<file path="config.mk">
export PLATFORM = sky130hd
export DESIGN_NAME = ipr_regs
export DESIGN_NICKNAME = d
export VERILOG_FILES = /design/src/core/ipr_pkg.sv /design/src/core/ipr_regs.sv /design/src/core/ipr_bank_reg.sv
export SDC_FILE = /design/constraint.sdc
export NUM_CORES = 1
export LEC_CHECK = 0
export BUFFER_PORTS_ARGS = -buffer_cell sky130_fd_sc_hd__buf_2
export CORE_AREA = 2 2 101 103
export CTS_CLUSTER_SIZE = 25
export DETAILED_ROUTE_END_ITERATION = 6
export DIE_AREA = 0 0 103 105
export PLACE_DENSITY = 0.84
export SETUP_SLACK_MARGIN = 0.05
export SYNTH_ARGS = -nofsm -noshare
export SYNTH_HDL_FRONTEND = slang
export SYNTH_SLANG_ARGS = --single-unit
</file>
<file path="constraint.sdc">
create_clock -name core_clk -period 3.25 [get_ports core_clk]
set_input_delay 0.1625 -clock core_clk [delete_from_list [all_inputs] [get_ports core_clk]]
set_output_delay 0.1625 -clock core_clk [all_outputs]
set_load 0.01 [all_outputs]
</file>
<file path="src/core/ipr_pkg.sv">
// Purpose: constants and carriers for the interrupt priority register block
// Assumes: 16-bit registers reached over a plain strobe port
// Notes: register indices are local choices
// ============================================================
// Summary of operation
// - three-bit priority, 111 highest, 001 lowest
// - priority 000 disables the source
// - reset loads priority level 4 everywhere
// - unimplemented bits read zero, ignore writes
// - fields at 14-12, 10-8, 6-4, 2-0
// - one field per listed source
// - can fields inert without can module
// - status read-only, level in bits 11-8
// - vector number in bits 6-0, 0 means 8
package ipr_pkg;
    localparam int IPR_NSRC = 28;
    localparam int IPR_NREG = 10;
    localparam logic [2:0] IPR_PRIO_RESET = 3'h4;
    localparam logic [2:0] IPR_PRIO_OFF = 3'h0;
    localparam logic [15:0] IPR_STATUS_RESET = 16'h0000;
    // register indices
    localparam logic [3:0] IPR_A_BANK5 = 4'h0;
    localparam logic [3:0] IPR_A_BANK6 = 4'h1;
    localparam logic [3:0] IPR_A_BANK7 = 4'h2;
    localparam logic [3:0] IPR_A_BANK8 = 4'h3;
    localparam logic [3:0] IPR_A_BANK9 = 4'h4;
    localparam logic [3:0] IPR_A_BANK11 = 4'h5;
    localparam logic [3:0] IPR_A_BANK15 = 4'h6;
    localparam logic [3:0] IPR_A_BANK16 = 4'h7;
    localparam logic [3:0] IPR_A_BANK17 = 4'h8;
    localparam logic [3:0] IPR_A_STATUS = 4'h9;
    // field positions: lsb of each of the four slots
    localparam int IPR_SLOT_LSB0 = 0;
    localparam int IPR_SLOT_LSB1 = 4;
    localparam int IPR_SLOT_LSB2 = 8;
    localparam int IPR_SLOT_LSB3 = 12;
    localparam int IPR_LVL_LSB = 8;
    localparam int IPR_VEC_LSB = 0;
    // implemented-bit masks per bank
    localparam logic [15:0] IPR_MASK_BANK5 = 16'h7707;
    localparam logic [15:0] IPR_MASK_BANK6 = 16'h7777;
    localparam logic [15:0] IPR_MASK_BANK7 = 16'h7777;
    localparam logic [15:0] IPR_MASK_BANK8 = 16'h7777;
    localparam logic [15:0] IPR_MASK_BANK9 = 16'h0007;
    localparam logic [15:0] IPR_MASK_BANK11 = 16'h0770;
    localparam logic [15:0] IPR_MASK_BANK15 = 16'h0770;
    localparam logic [15:0] IPR_MASK_BANK16 = 16'h7770;
    localparam logic [15:0] IPR_MASK_BANK17 = 16'h0777;
    localparam logic [15:0] IPR_MASK_STATUS = 16'h0f7f;
    localparam logic [15:0] IPR_BANK_RESET = 16'h4444;
    // source numbering within the request vector
    localparam int IPR_S_CAN_EVT = 20;
    localparam int IPR_S_CAN_RX = 21;
    localparam int IPR_S_CAN_TX = 27;
    // vector number offset: code 0 is vector 8
    localparam int IPR_VEC_BASE = 8;

    typedef struct packed {
        logic [3:0] addr;
        logic [15:0] wdata;
        logic wr;
        logic rd;
    } ipr_bus_req_t;

    typedef struct packed {
        logic [3:0] level;
        logic [6:0] vector;
    } ipr_accept_t;
endpackage : ipr_pkg

</file>
<file path="src/core/ipr_regs.sv">
// Purpose: priority banks and level/vector status of the interrupt controller
// Assumes: core accepts a request with a one-cycle strobe carrying level and vector
// Notes: per-source effective priority is presented to the arbiter outside
`timescale 1ns/1ps
`default_nettype none
module ipr_regs #(
    parameter bit HAS_CAN = 1'b1
) (
    // clocking
    input wire logic core_clk,
    input wire logic sys_rst,
    input wire logic clk_en,
    // register port
    input wire ipr_pkg::ipr_bus_req_t bus_req,
    output logic [15:0] rdata,
    // core accepts an interrupt
    input wire logic accept_stb,
    input wire ipr_pkg::ipr_accept_t accept_info,
    // sources
    input wire logic [ipr_pkg::IPR_NSRC-1:0] src_req,
    // outputs to arbiter
    output logic [ipr_pkg::IPR_NSRC*3-1:0] src_priority,
    output logic [ipr_pkg::IPR_NSRC-1:0] src_pending,
    output logic [3:0] new_cpu_level,
    output logic [6:0] pending_vector_number
);
    import ipr_pkg::*;

    // ============================================================
    // state
    typedef struct packed {
        logic [15:0] rdata;
        logic [3:0] level;
        logic [6:0] vector;
    } ipr_state_t;
    ipr_state_t st_q;
    ipr_state_t st_d;

    logic [15:0] bank [IPR_NREG-1];
    logic [15:0] rd_mux;

    // ============================================================
    // priority banks
    localparam logic [15:0] BANK_MASK [IPR_NREG-1] = '{
        IPR_MASK_BANK5, IPR_MASK_BANK6, IPR_MASK_BANK7, IPR_MASK_BANK8,
        IPR_MASK_BANK9, IPR_MASK_BANK11, IPR_MASK_BANK15, IPR_MASK_BANK16,
        IPR_MASK_BANK17};

    genvar gi;
    generate
        for (gi = 0; gi < IPR_NREG - 1; gi++) begin : g_bank
            ipr_bank_reg #(.MASK(BANK_MASK[gi])) u_bank (
                .core_clk(core_clk),
                .sys_rst(sys_rst),
                .clk_en(clk_en),
                .wr_en(bus_req.wr && (bus_req.addr == 4'(gi))),
                .wdata(bus_req.wdata),
                .value(bank[gi])
            );
        end
    endgenerate

    // ============================================================
    // field extraction, one 3-bit field per source except spares 25 and 26
    logic [2:0] prio [IPR_NSRC];
    always_comb begin
        // bank 5: capture8, capture7, ext_irq1
        prio[0] = bank[0][14:12];
        prio[1] = bank[0][10:8];
        prio[2] = bank[0][2:0];
        // bank 6: timer4, compare4, compare3, dma_ch2
        prio[3] = bank[1][14:12];
        prio[4] = bank[1][10:8];
        prio[5] = bank[1][6:4];
        prio[6] = bank[1][2:0];
        // bank 7: serial2 tx, serial2 rx, ext_irq2, timer5
        prio[7] = bank[2][14:12];
        prio[8] = bank[2][10:8];
        prio[9] = bank[2][6:4];
        prio[10] = bank[2][2:0];
        // bank 8: can event, can rx, spi2 event, spi2 err
        prio[IPR_S_CAN_EVT] = bank[3][14:12];
        prio[IPR_S_CAN_RX] = bank[3][10:8];
        prio[11] = bank[3][6:4];
        prio[12] = bank[3][2:0];
        // bank 9: dma_ch3
        prio[13] = bank[4][2:0];
        // bank 11: dma_ch4, parallel port
        prio[14] = bank[5][10:8];
        prio[15] = bank[5][6:4];
        // bank 15: calendar, dma_ch5
        prio[16] = bank[6][10:8];
        prio[17] = bank[6][6:4];
        // bank 16: crc, serial2 err, serial1 err
        prio[18] = bank[7][14:12];
        prio[19] = bank[7][10:8];
        prio[22] = bank[7][6:4];
        // bank 17: can tx, dma_ch7, dma_ch6
        prio[IPR_S_CAN_TX] = bank[8][10:8];
        prio[23] = bank[8][6:4];
        prio[24] = bank[8][2:0];
        prio[25] = IPR_PRIO_OFF;
        prio[26] = IPR_PRIO_OFF;
    end

    // effective priority: can fields inert when the module is absent
    always_comb begin
        for (int i = 0; i < IPR_NSRC; i++) begin
            if (!HAS_CAN && (i == IPR_S_CAN_EVT || i == IPR_S_CAN_RX
                             || i == IPR_S_CAN_TX)) begin
                src_priority[i*3 +: 3] = IPR_PRIO_OFF;
            end else begin
                src_priority[i*3 +: 3] = prio[i];
            end
            // a zero field blocks the request entirely
            src_pending[i] = src_req[i] && (src_priority[i*3 +: 3] != IPR_PRIO_OFF);
        end
    end

    // ============================================================
    // read mux and status
    always_comb begin
        rd_mux = 16'h0000;
        if (bus_req.addr == IPR_A_STATUS) begin
            rd_mux = {4'h0, st_q.level, 1'b0, st_q.vector} & IPR_MASK_STATUS;
        end else if (bus_req.addr < IPR_A_STATUS) begin
            rd_mux = bank[bus_req.addr[3:0]];
        end
    end

    always_comb begin
        st_d = st_q;
        st_d.rdata = bus_req.rd ? rd_mux : 16'h0000;
        // status follows the request the core just took; writes are ignored
        if (accept_stb) begin
            st_d.level = accept_info.level;
            st_d.vector = accept_info.vector;
        end
    end

    always_ff @(posedge core_clk) begin
        if (sys_rst) begin
            st_q <= '0;
        end else if (clk_en) begin
            st_q <= st_d;
        end
    end

    assign rdata = st_q.rdata;
    assign new_cpu_level = st_q.level;
    assign pending_vector_number = st_q.vector;
endmodule : ipr_regs
`default_nettype wire

</file>
<file path="src/core/ipr_bank_reg.sv">
// Purpose: one 16-bit priority bank with implemented-bit mask
// Assumes: synchronous reset, clock enable
// Notes: unimplemented bits never store a one
`timescale 1ns/1ps
`default_nettype none
module ipr_bank_reg #(
    parameter logic [15:0] MASK = 16'hffff
) (
    // clocking
    input wire logic core_clk,
    input wire logic sys_rst,
    input wire logic clk_en,
    // write
    input wire logic wr_en,
    input wire logic [15:0] wdata,
    // contents
    output logic [15:0] value
);
    import ipr_pkg::*;
    typedef struct packed {
        logic [15:0] val;
    } ipr_bank_state_t;
    ipr_bank_state_t st_q;
    ipr_bank_state_t st_d;

    always_comb begin
        st_d = st_q;
        if (wr_en) begin
            st_d.val = wdata & MASK;
        end
    end

    always_ff @(posedge core_clk) begin
        if (sys_rst) begin
            st_q.val <= IPR_BANK_RESET & MASK;
        end else if (clk_en) begin
            st_q <= st_d;
        end
    end

    assign value = st_q.val;
endmodule : ipr_bank_reg
`default_nettype wire

</file>
==> results.md, run 1 <==
* Hold endpoint: pending_vector_number[3]
* # clock sinks at 103
* Core Area at 0.00964 sq mm
* Switching power total at 629 uW
* Final setup TNS at 0 ps
* Min cycle time layout at 1820 ps
* Post-Synth Simple-Gate Area at 19.3%
* Synth Area in Compound Gates at 19.2%
* Ys flop type: dfxtp_1
* Ordered list of cells on the worst path: buf_2 -> and4bb_4 -> and3_1 -> nor2b_1 -> a211o_1
* Cells on worst reg2reg path at 3
* Post-CTS resize count at 0
* Flop pwr share at 54.0%
* Vias at 4751
* Hold wc startpoint: accept_info[3]
* P per Cell Area at 401 mW/mm^2
* Part of the Yosys area used for sequential elements at 42.1%
* Detailed Routing Iterations Pass 1 at 5
* Ys Warns at 0
* Postcts setup bufs at 0
* Initial DRC Count at 288
* Critical path required time at 3520 ps
* Final setup vio count at 0
* Cell Area, Synth at 0.00490 sq mm
* Number of synthesized flops with an enable pin at 0
* Mean Syn Cell Area at 9.00 sq um
* Pin count of the biggest net entering global routing at 63
* CTS Root Cell: clkbuf_8
* Number of global-route vias before repair at 4540
* Class of the worst hold path: primary input to register
* Die area at 0.0108 sq mm
* Internal Power at 1.77 mW
* XOR/XNOR Fraction of Synth Area at 0%
* Crit path DAT at 2080 ps
* Crit path kind: primary input to register
* Reg2Reg Launch Point: g_bank[3].u_bank.value[6]
* Crit path buf inv count at 1
* Initial antenna violation count at 0
* Core Rows at 36
* WL per Instance at 17.2 um
* Routed wire length at 14500 um
* GRT overflow at 0
* Antenna-violating nets left at 0
* Layout cells sized above 1 at 33.1%
* Slew @ Worst Pin at 1110 ps
* Placed Area at 0.00577 sq mm
* Maximum fanout along the worst path at 20
* Syn Inst Count at 545
* Setup Skew at 12.4 ps
* Number of buffers added on ports at 187
* Gpl congestion at 0.904
* Switch share at 26.2%
* FILL cells at 851
* Io pins at 204
* Max stage delay on crit path at 740 ps
* CP top delay family: simple AND/OR/NAND/NOR gates
* Area grow syn2layout at 21.9%
* Synth unique cells at 47
* Static Leak at 2.61 nW
* RSZ-0062 raised after global routing: no
* Max cap viols at 0
* Cell count of the worst hold path at 3
* Synth Register Bits at 103
* CP Capture Type: register
* # DRC at 0
* Critical path's slowest cell: and3_1
* Async S/R FF share, synth at 0%
* Mux contribution to synthesized area at 12.8%
* RR Endpoint: rdata[6]
* GRT Total Usage at 26.1%
* Starting density of the core at 50.9%
* Clock power frac at 34.5%
* CTS clk-pin slew, worst paths at 100 ps
* TritonCTS Buffers at 9
* CTS tree: yes
* Clk Latency, worst-skew pair at 370 ps
* Largest family of logic cells by synthesized area: simple AND/OR/NAND/NOR gates
* Fmax at 550 MHz
* Max-slew violations at 0
* Die height at 105 um
* R2r setup slk at 1790 ps
* Status: finished clean
* Vias per inst at 5.63
* Startpoint Class: primary input
* First-pass GRT wire length at 22400 um
* Die X at 103 um
* Final instance area at 0.00598 sq mm
* Nets at 771
* Adder-cell share of the synthesized area at 0%
* CTS Hold Bufs at 0
* Detailed placement HPWL at 10800 um
* Clock Tree Buf Depth at 2
* Comb power frac at 11.4%
* Rel. slew slack at 26.3%
* Final Hold Fails at 0
* Peak supply drop at 225 uV
* N_diodes at 0
* Final cycle utilization of the critical path at 55.9%
* H-tree levels at 3
registers in the layout, summed over array words and instances, names as in the netlist:
register / flops
new_cpu_level: 4
pending_vector_number: 7
g_bank.u_bank.value: 78
rdata: 14
how the worst max path moves through the flow:
stage	startpoint	end	slack, ps	cells past startpoint
2_1_floorplan	bus_req[19]	g_bank[8].u_bank.value[10]	1920	6
3_3_place_gp	clk_en	g_bank[3].u_bank.value[14]	1120	5
3_5_place_dp	clk_en	g_bank[3].u_bank.value[10]	1060	5
4_1_cts	clk_en	g_bank[3].u_bank.value[10]	1460	5
5_1_grt	clk_en	g_bank[3].u_bank.value[6]	1310	5
6_report	clk_en	g_bank[3].u_bank.value[10]	1430	5
Yosys cell counts, types with 8 or more instances:
cell type    n  area, sq um
a211o_1     14          123
a21oi_1     47          235
a221oi_1     8         70.1
buf_2        8         40.0
buf_4       18          135
clkbuf_1    19         71.3
dfxtp_1    103         2060
mux2_2      14          158
mux2i_1     40          400
nand2_1     78          293
nand3_1      9         45.0
nand3b_1    11         82.6
nor2_1      47          176
nor2b_1     23          144
o21ai_0     15         75.1
o31a_1      26          228
power by group through the flow:
stage | Combinational, mW | Sequential [mW] | Clock (mW)
floorplan | 0.167 | 1.33 | 0
global placement | 0.265 | 1.32 | 0
finish | 0.274 | 1.30 | 0.828
detailed placement | 0.272 | 1.33 | 0
CTS | 0.272 | 1.30 | 0.837
global route | 0.298 | 1.30 | 0.881
worst register-to-register path, delay by kind of cell, from the launching register on:
| family | cells | cell delay (ps) |
|---|---|---|
| AO/OA/AOI/OAI | 2 | 640 |
| flip-flops | 1 | 370 |
| multiplexers | 1 | 280 |
final cells by class:
class                   instances  area [sq um]  share of cell area, %
clock inverters                 6          67.6                   1.13
repair buffers                191           966                   16.2
inverters                       7          26.3                  0.439
flip-flops and latches        103          2060                   34.5
well taps                     133           166                   2.78
clock buffers                  10           138                   2.30
multi-input cells             394          2550                   42.7
cell usage in the layout, fill, tap and decap left out, types with 2 or more instances in the layout:
master      instances
buf_4               4
clkbuf_8           10
or3_1               3
a211o_1            14
and2_1              2
conb_1             10
a21oi_1            47
clkinvlp_4          2
nand2_1            78
o31a_1             26
mux4_2              3
nor2b_1            23
nor3b_1             3
buf_2             187
nor2_1             47
o2bb2ai_1           3
mux2_2             14
a32o_1              3
a221oi_1            8
dfxtp_1           103
a22o_1              3
inv_1               7
o32ai_1             7
o22ai_1             4
mux2i_1            40
o21ai_0            15
nand3b_1           11
nand2b_1            2
nand3_1             9
nor2_2              3
per-layer routing:
metal / vias to the layer above / global-route usage [%] / wire length (um)
met5: - / 0 / 0
met2: 225 / 43.8 / 7090
met3: 33 / 4.95 / 1090
li1: 2241 / - / -
met4: 0 / 10.3 / 384
met1: 2252 / 32.4 / 5980
through the flow:
step	power [mW]	hold WS [ps]	instances	worst slack (ps)	util, %
6_report	2.40	26.4	844	1430	62.0
5_1_grt	2.48	40.4	844	1310	62.0
4_1_cts	2.40	17.5	844	1460	62.0
3_5_place_dp	1.60	415	828	1060	59.9
3_3_place_gp	1.59	404	828	1120	59.9
2_1_floorplan	1.50	280	554	1920	-
cell families (layout without fill, tap and decap cells):
family          Yosys count  count (layout)
other cells               1              10
buf+inv                  57             214
mux                      57              57
compound gates          135             135
flops                   103             103
simple gates            192             192
Power figures use the tool's default switching activity.
==> run 2, diff against run 1 <==
--- a/config.mk
+++ b/config.mk
@@ -6,11 +6,11 @@
 export NUM_CORES = 1
 export LEC_CHECK = 0
 export BUFFER_PORTS_ARGS = -buffer_cell sky130_fd_sc_hd__buf_2
-export CORE_AREA = 2 2 101 103
+export CORE_AREA = 2 2 105 107
 export CTS_CLUSTER_SIZE = 25
 export DETAILED_ROUTE_END_ITERATION = 6
-export DIE_AREA = 0 0 103 105
-export PLACE_DENSITY = 0.84
+export DIE_AREA = 0 0 107 109
+export PLACE_DENSITY = 0.78
 export SETUP_SLACK_MARGIN = 0.05
 export SYNTH_ARGS = -nofsm -noshare
 export SYNTH_HDL_FRONTEND = slang
==> constraint.sdc (replaced) <==
create_clock -name core_clk -period 1.68 [get_ports core_clk]
set_input_delay 0.084 -clock core_clk [delete_from_list [all_inputs] [get_ports core_clk]]
set_output_delay 0.084 -clock core_clk [all_outputs]
set_load 0.01 [all_outputs]
==> run 2 against run 1 <==
Sequential share of layout area down 1.6 points. First-iteration DRC count decreased by 4.5%. Global-route usage shrank 1.1 points.
==> results.md, run 2 (synthesis gave the netlist of run 1 again) <==
* N_diodes at 0
* Placed Area at 0.00593 sq mm
* Hold endpoint: g_bank[1].u_bank.value[12]
* Detailed placement HPWL at 10900 um
* Static Leak at 2.76 nW
* CTS clk-pin slew, worst paths at 100 ps
* Number of buffers added on ports at 187
* Pin count of the biggest net entering global routing at 56
* Final setup TNS at 0 ps
* Max cap viols at 0
* # DRC at 0
* Die X at 107 um
* Core Rows at 38
* Die area at 0.0117 sq mm
* GRT overflow at 0
* Startpoint Class: register
* Status: finished clean
* Vias at 4873
* Switch share at 26.9%
* Class of the worst hold path: primary input to register
* Initial DRC Count at 275
* CTS Root Cell: clkbuf_8
* Nets at 801
* Final cycle utilization of the critical path at 82.9%
* Final setup vio count at 0
* Crit path DAT at 1640 ps
* GRT Total Usage at 24.9%
* Clock power frac at 34.2%
* Detailed Routing Iterations Pass 1 at 5
* Initial antenna violation count at 0
* Total design power at 4.69 mW
* First-pass GRT wire length at 22600 um
* Final Hold Fails at 0
* Flop pwr share at 53.5%
* Die height at 109 um
* Commonest cells after routing, fill and taps aside: 187 x buf_2, 103 x dfxtp_1, 78 x nand2_1
* Io pins at 204
* R2r setup slk at 290 ps
* Reg2Reg Launch Point: g_bank[2].u_bank.value[4]
* Critical path required time at 1930 ps
* Hold wc startpoint: bus_req[14]
* Starting density of the core at 46.2%
* Setup Skew at 18.3 ps
* # clock sinks at 103
* Cells on worst reg2reg path at 3
* Slew @ Worst Pin at 572 ps
* RR Endpoint: rdata[4]
* Min cycle time layout at 1390 ps
* Antenna-violating nets left at 0
* Gpl congestion at 0.874
* Number of global-route vias before repair at 4428
* Maximum fanout along the worst path at 4
* Core Area at 0.0106 sq mm
* Comb power frac at 12.4%
* WL per Instance at 16.8 um
* Clock Tree Buf Depth at 2
* Vias per inst at 5.53
* CP Capture Type: register
* FILL cells at 931
* RSZ-0062 raised after global routing: no
* Routed wire length at 14800 um
* Area grow syn2layout at 27.8%
* Cell count of the worst hold path at 3
* P per Cell Area at 748 mW/mm^2
* Clk Latency, worst-skew pair at 380 ps
* CTS tree: yes
* Switching power total at 1.26 mW
* Multi-input logic area at 0.00255 sq mm
* Most common cell after layout, fill and taps aside: buf_2
* Max-slew violations at 0
* Internal Power at 3.43 mW
* Rel. slew slack at 61.6%
* TritonCTS Buffers at 9
* Register area at 0.00206 sq mm
* Crit path kind: register to register
* Fmax at 718 MHz
* Max reg flops at 78
* H-tree levels at 3
* Final instance area at 0.00627 sq mm
* Peak supply drop at 346 uV
* Layout cells sized above 1 at 33.9%
## run 2: worst max-delay path by stage
stage                                         start                          to  slack [ps]  depth (start not counted)
after floorplan                         bus_req[19]  g_bank[8].u_bank.value[10]         430                          6
after global placement                  bus_req[18]                   rdata[10]          80                          5
after detailed placement                bus_req[18]                    rdata[4]          40                          4
after CTS                                   sys_rst                   rdata[14]         350                          5
after global routing                        sys_rst                   rdata[13]         240                          5
final                     g_bank[2].u_bank.value[4]                    rdata[4]         290                          3
## run 2: area by class of cell
class	instances	share of cell area [%]
tap	140	2.79
inverter	7	0.419
clock inverter	7	1.22
clock buffer	9	1.98
sequential	103	32.9
multi-input combinational	394	40.7
timing repair buffer	221	20.0
## run 2: worst max-delay path: stages (launching register included)
cell	delay [ps]
dfxtp_1	350
mux2_2	280
a221oi_1	470
o32ai_1	170
## run 2: per-layer routing
metal	wire length, um	vias up	track usage, %	share of wire [%]
met5	0	-	0	0
li1	-	2309	-	-
met4	284	0	8.63	1.9
met1	6200	2308	32.7	42
met3	1110	26	3.65	7.5
met2	7220	230	42.3	49
## run 2: power by group through the flow
stage	combinational, mW	sequential (mW)	clock (mW)
6_report	0.582	2.51	1.60
5_1_grt	0.629	2.51	1.72
4_1_cts	0.574	2.51	1.62
3_5_place_dp	0.547	2.56	0
3_3_place_gp	0.534	2.56	0
2_1_floorplan	0.324	2.57	0
## run 2: metrics by stage
step	setup WS (ps)	utilization [%]	hold slack (ps)	instances
after floorplan	428	-	202	554
after global placement	83.4	55.9	325	851
after detailed placement	35.9	55.9	334	851
after CTS	353	59.1	0.349	881
after global routing	238	59.1	6.91	881
final	287	59.1	10.7	881
## run 2: what timing repair did
action                    4_1_cts  5_1_grt
setup buffers                   0        0
hold endpoints to repair       16        0
gates resized for setup         0        0
hold buffers                   14        0
==> run 3, diff against run 2 <==
==> constraint.sdc (replaced) <==
create_clock -name core_clk -period 1.4 [get_ports core_clk]
set_input_delay 0.07 -clock core_clk [delete_from_list [all_inputs] [get_ports core_clk]]
set_output_delay 0.07 -clock core_clk [all_outputs]
set_load 0.01 [all_outputs]
==> run 3 against run 2 <==
Register-to-register slack got worse by 160 ps. Clock skew decreased by 7.7 ps. Combinational power increased by 28%. Wire length increased by 7.0%. Critical path type is now register to primary output. Final cell count increased by 3.0%. Design area increased by 4.8%.
==> results.md, run 3 (synthesis gave the netlist of run 1 again) <==
* Vias per inst at 5.58
* Stages on worst setup path at 3
* Final Hold Fails at 0
* Class of the worst hold path: primary input to register
* Clock Tree Buf Depth at 2
* Static Leak at 2.93 nW
* Pin count of the biggest net entering global routing at 80
* Crit path DAT at 1280 ps
* Max cap viols at 0
* Min cycle time layout at 1350 ps
* Core Area at 0.0106 sq mm
* Critical path's slowest cell: dfxtp_2
* Vias at 5060
* # DRC at 0
* Io pins at 204
* Setup WS pre-CTS at -197 ps
* FILL cells at 898
* Peak supply drop at 491 uV
* Crit path kind: register to primary output
* Nets at 827
* Antenna-violating nets left at 0
* CP startpoint: g_bank[0].u_bank.value[2]
* Die X at 107 um
* Commonest cells after routing, fill and taps aside: 187 x buf_2, 102 x dfxtp_1, 78 x nand2_1
* N_diodes at 0
* Max reg flops at 78
* CTS clk-pin slew, worst paths at 100 ps
* Number of global-route vias before repair at 4781
* First-pass GRT wire length at 24300 um
* Ordered list of cells on the worst path: buf_4 -> o31a_1 -> buf_2
* Crit path buf inv count at 2
* Reg2Reg Launch Point: g_bank[2].u_bank.value[6]
* Die area at 0.0117 sq mm
* CP top delay family: flip-flops
* GRT overflow at 0
* H-tree levels at 3
* Critical path required time at 1330 ps
* Routed wire length at 15900 um
* Startpoint Class: register
* GRT Total Usage at 26.8%
* Register area at 0.00206 sq mm
* Area grow syn2layout at 34.0%
* Final setup vio count at 0
* CTS tree: yes
* R2r setup slk at 130 ps
* Fmax at 741 MHz
* Initial DRC Count at 305
* Die height at 109 um
* P per Cell Area at 917 mW/mm^2
* RSZ-0062 raised after global routing: no
* Layout cells sized above 1 at 36.1%
* Final cycle utilization of the critical path at 96.4%
* Setup Skew at 10.7 ps
* CTS Root Cell: clkbuf_8
* Detailed Routing Iterations Pass 1 at 5
* # clock sinks at 103
* TritonCTS Buffers at 9
* Status: finished clean
* Max-slew violations at 0
* Starting density of the core at 46.2%
* Number of buffers added on ports at 187
* Max stage delay on crit path at 340 ps
* Core Rows at 38
* Postcts setup bufs at 0
* Final WS setup at 49.8 ps
* Initial antenna violation count at 0
* Maximum fanout along the worst path at 3
* Cells on worst reg2reg path at 3
* Clk Latency, worst-skew pair at 380 ps
* Detailed placement HPWL at 11600 um
* CP Capture Type: primary output
* Most common cell after layout, fill and taps aside: buf_2
* CP endpoint: src_pending[2]
* WL per Instance at 17.5 um
* Final setup TNS at 0 ps
* Gpl congestion at 0.877
* RR Endpoint: rdata[6]
* Multi-input logic area at 0.00256 sq mm
## run 3: report_power, final
part	internal [mW]	switching, mW	total (mW)
Clock	1.23	1.04	2.27
Combinational	0.336	0.411	0.747
Sequential	2.97	0.0406	3.01
Total	4.54	1.49	6.02
## run 3: worst min-delay path by stage
stage | from | end | slack, ps | depth (start not counted)
after global routing | bus_req[3] | g_bank[1].u_bank.value[1] | 20 | 3
after CTS | bus_req[3] | g_bank[1].u_bank.value[1] | 7 | 3
final | bus_req[3] | g_bank[1].u_bank.value[1] | 30 | 3
after floorplan | bus_req[16] | g_bank[3].u_bank.value[14] | 190 | 1
after global placement | accept_info[10] | new_cpu_level[3] | 310 | 3
after detailed placement | accept_info[7] | new_cpu_level[0] | 320 | 3
## run 3: tightest hold or removal path, stage by stage
cell and delay (ps):
buf_2 160, nand2_1 70, a21oi_1 60
## run 3: routing by layer
layer  part of all wire, %  track usage [%]  up-vias
li1                      -                -     2352
met1                    42             33.2     2410
met2                    48             45.7      256
met3                   6.7             4.72       42
met4                   3.1             12.2        0
met5                     0                0        -
## run 3: area by class of cell
type / count / share of cell area, %
clock inverter: 6 / 1.64
sequential: 103 / 31.4
clock buffer: 10 / 2.09
multi-input combinational: 394 / 39.0
timing repair buffer: 247 / 22.8
inverter: 7 / 0.400
tap: 140 / 2.67
## run 3: stage by stage
step,hold WS (ps),instances,power [mW],util [%],instance area [sq um]
2_1_floorplan,188,554,3.47,-,4940
3_3_place_gp,311,875,3.75,58.1,6160
3_5_place_dp,321,875,3.77,58.1,6160
4_1_cts,7.10,907,6.02,61.9,6560
5_1_grt,21.7,907,6.20,62.0,6570
6_report,29.8,907,6.02,62.0,6570
## run 3: timing repair
| action | 4_1_cts | 5_1_grt |
|---|---|---|
| gates resized for setup | 0 | 2 |
| hold buffers | 16 | 0 |
| endpoints found under the setup margin | 0 | 2 |
| endpoints found under the hold margin | 22 | 0 |
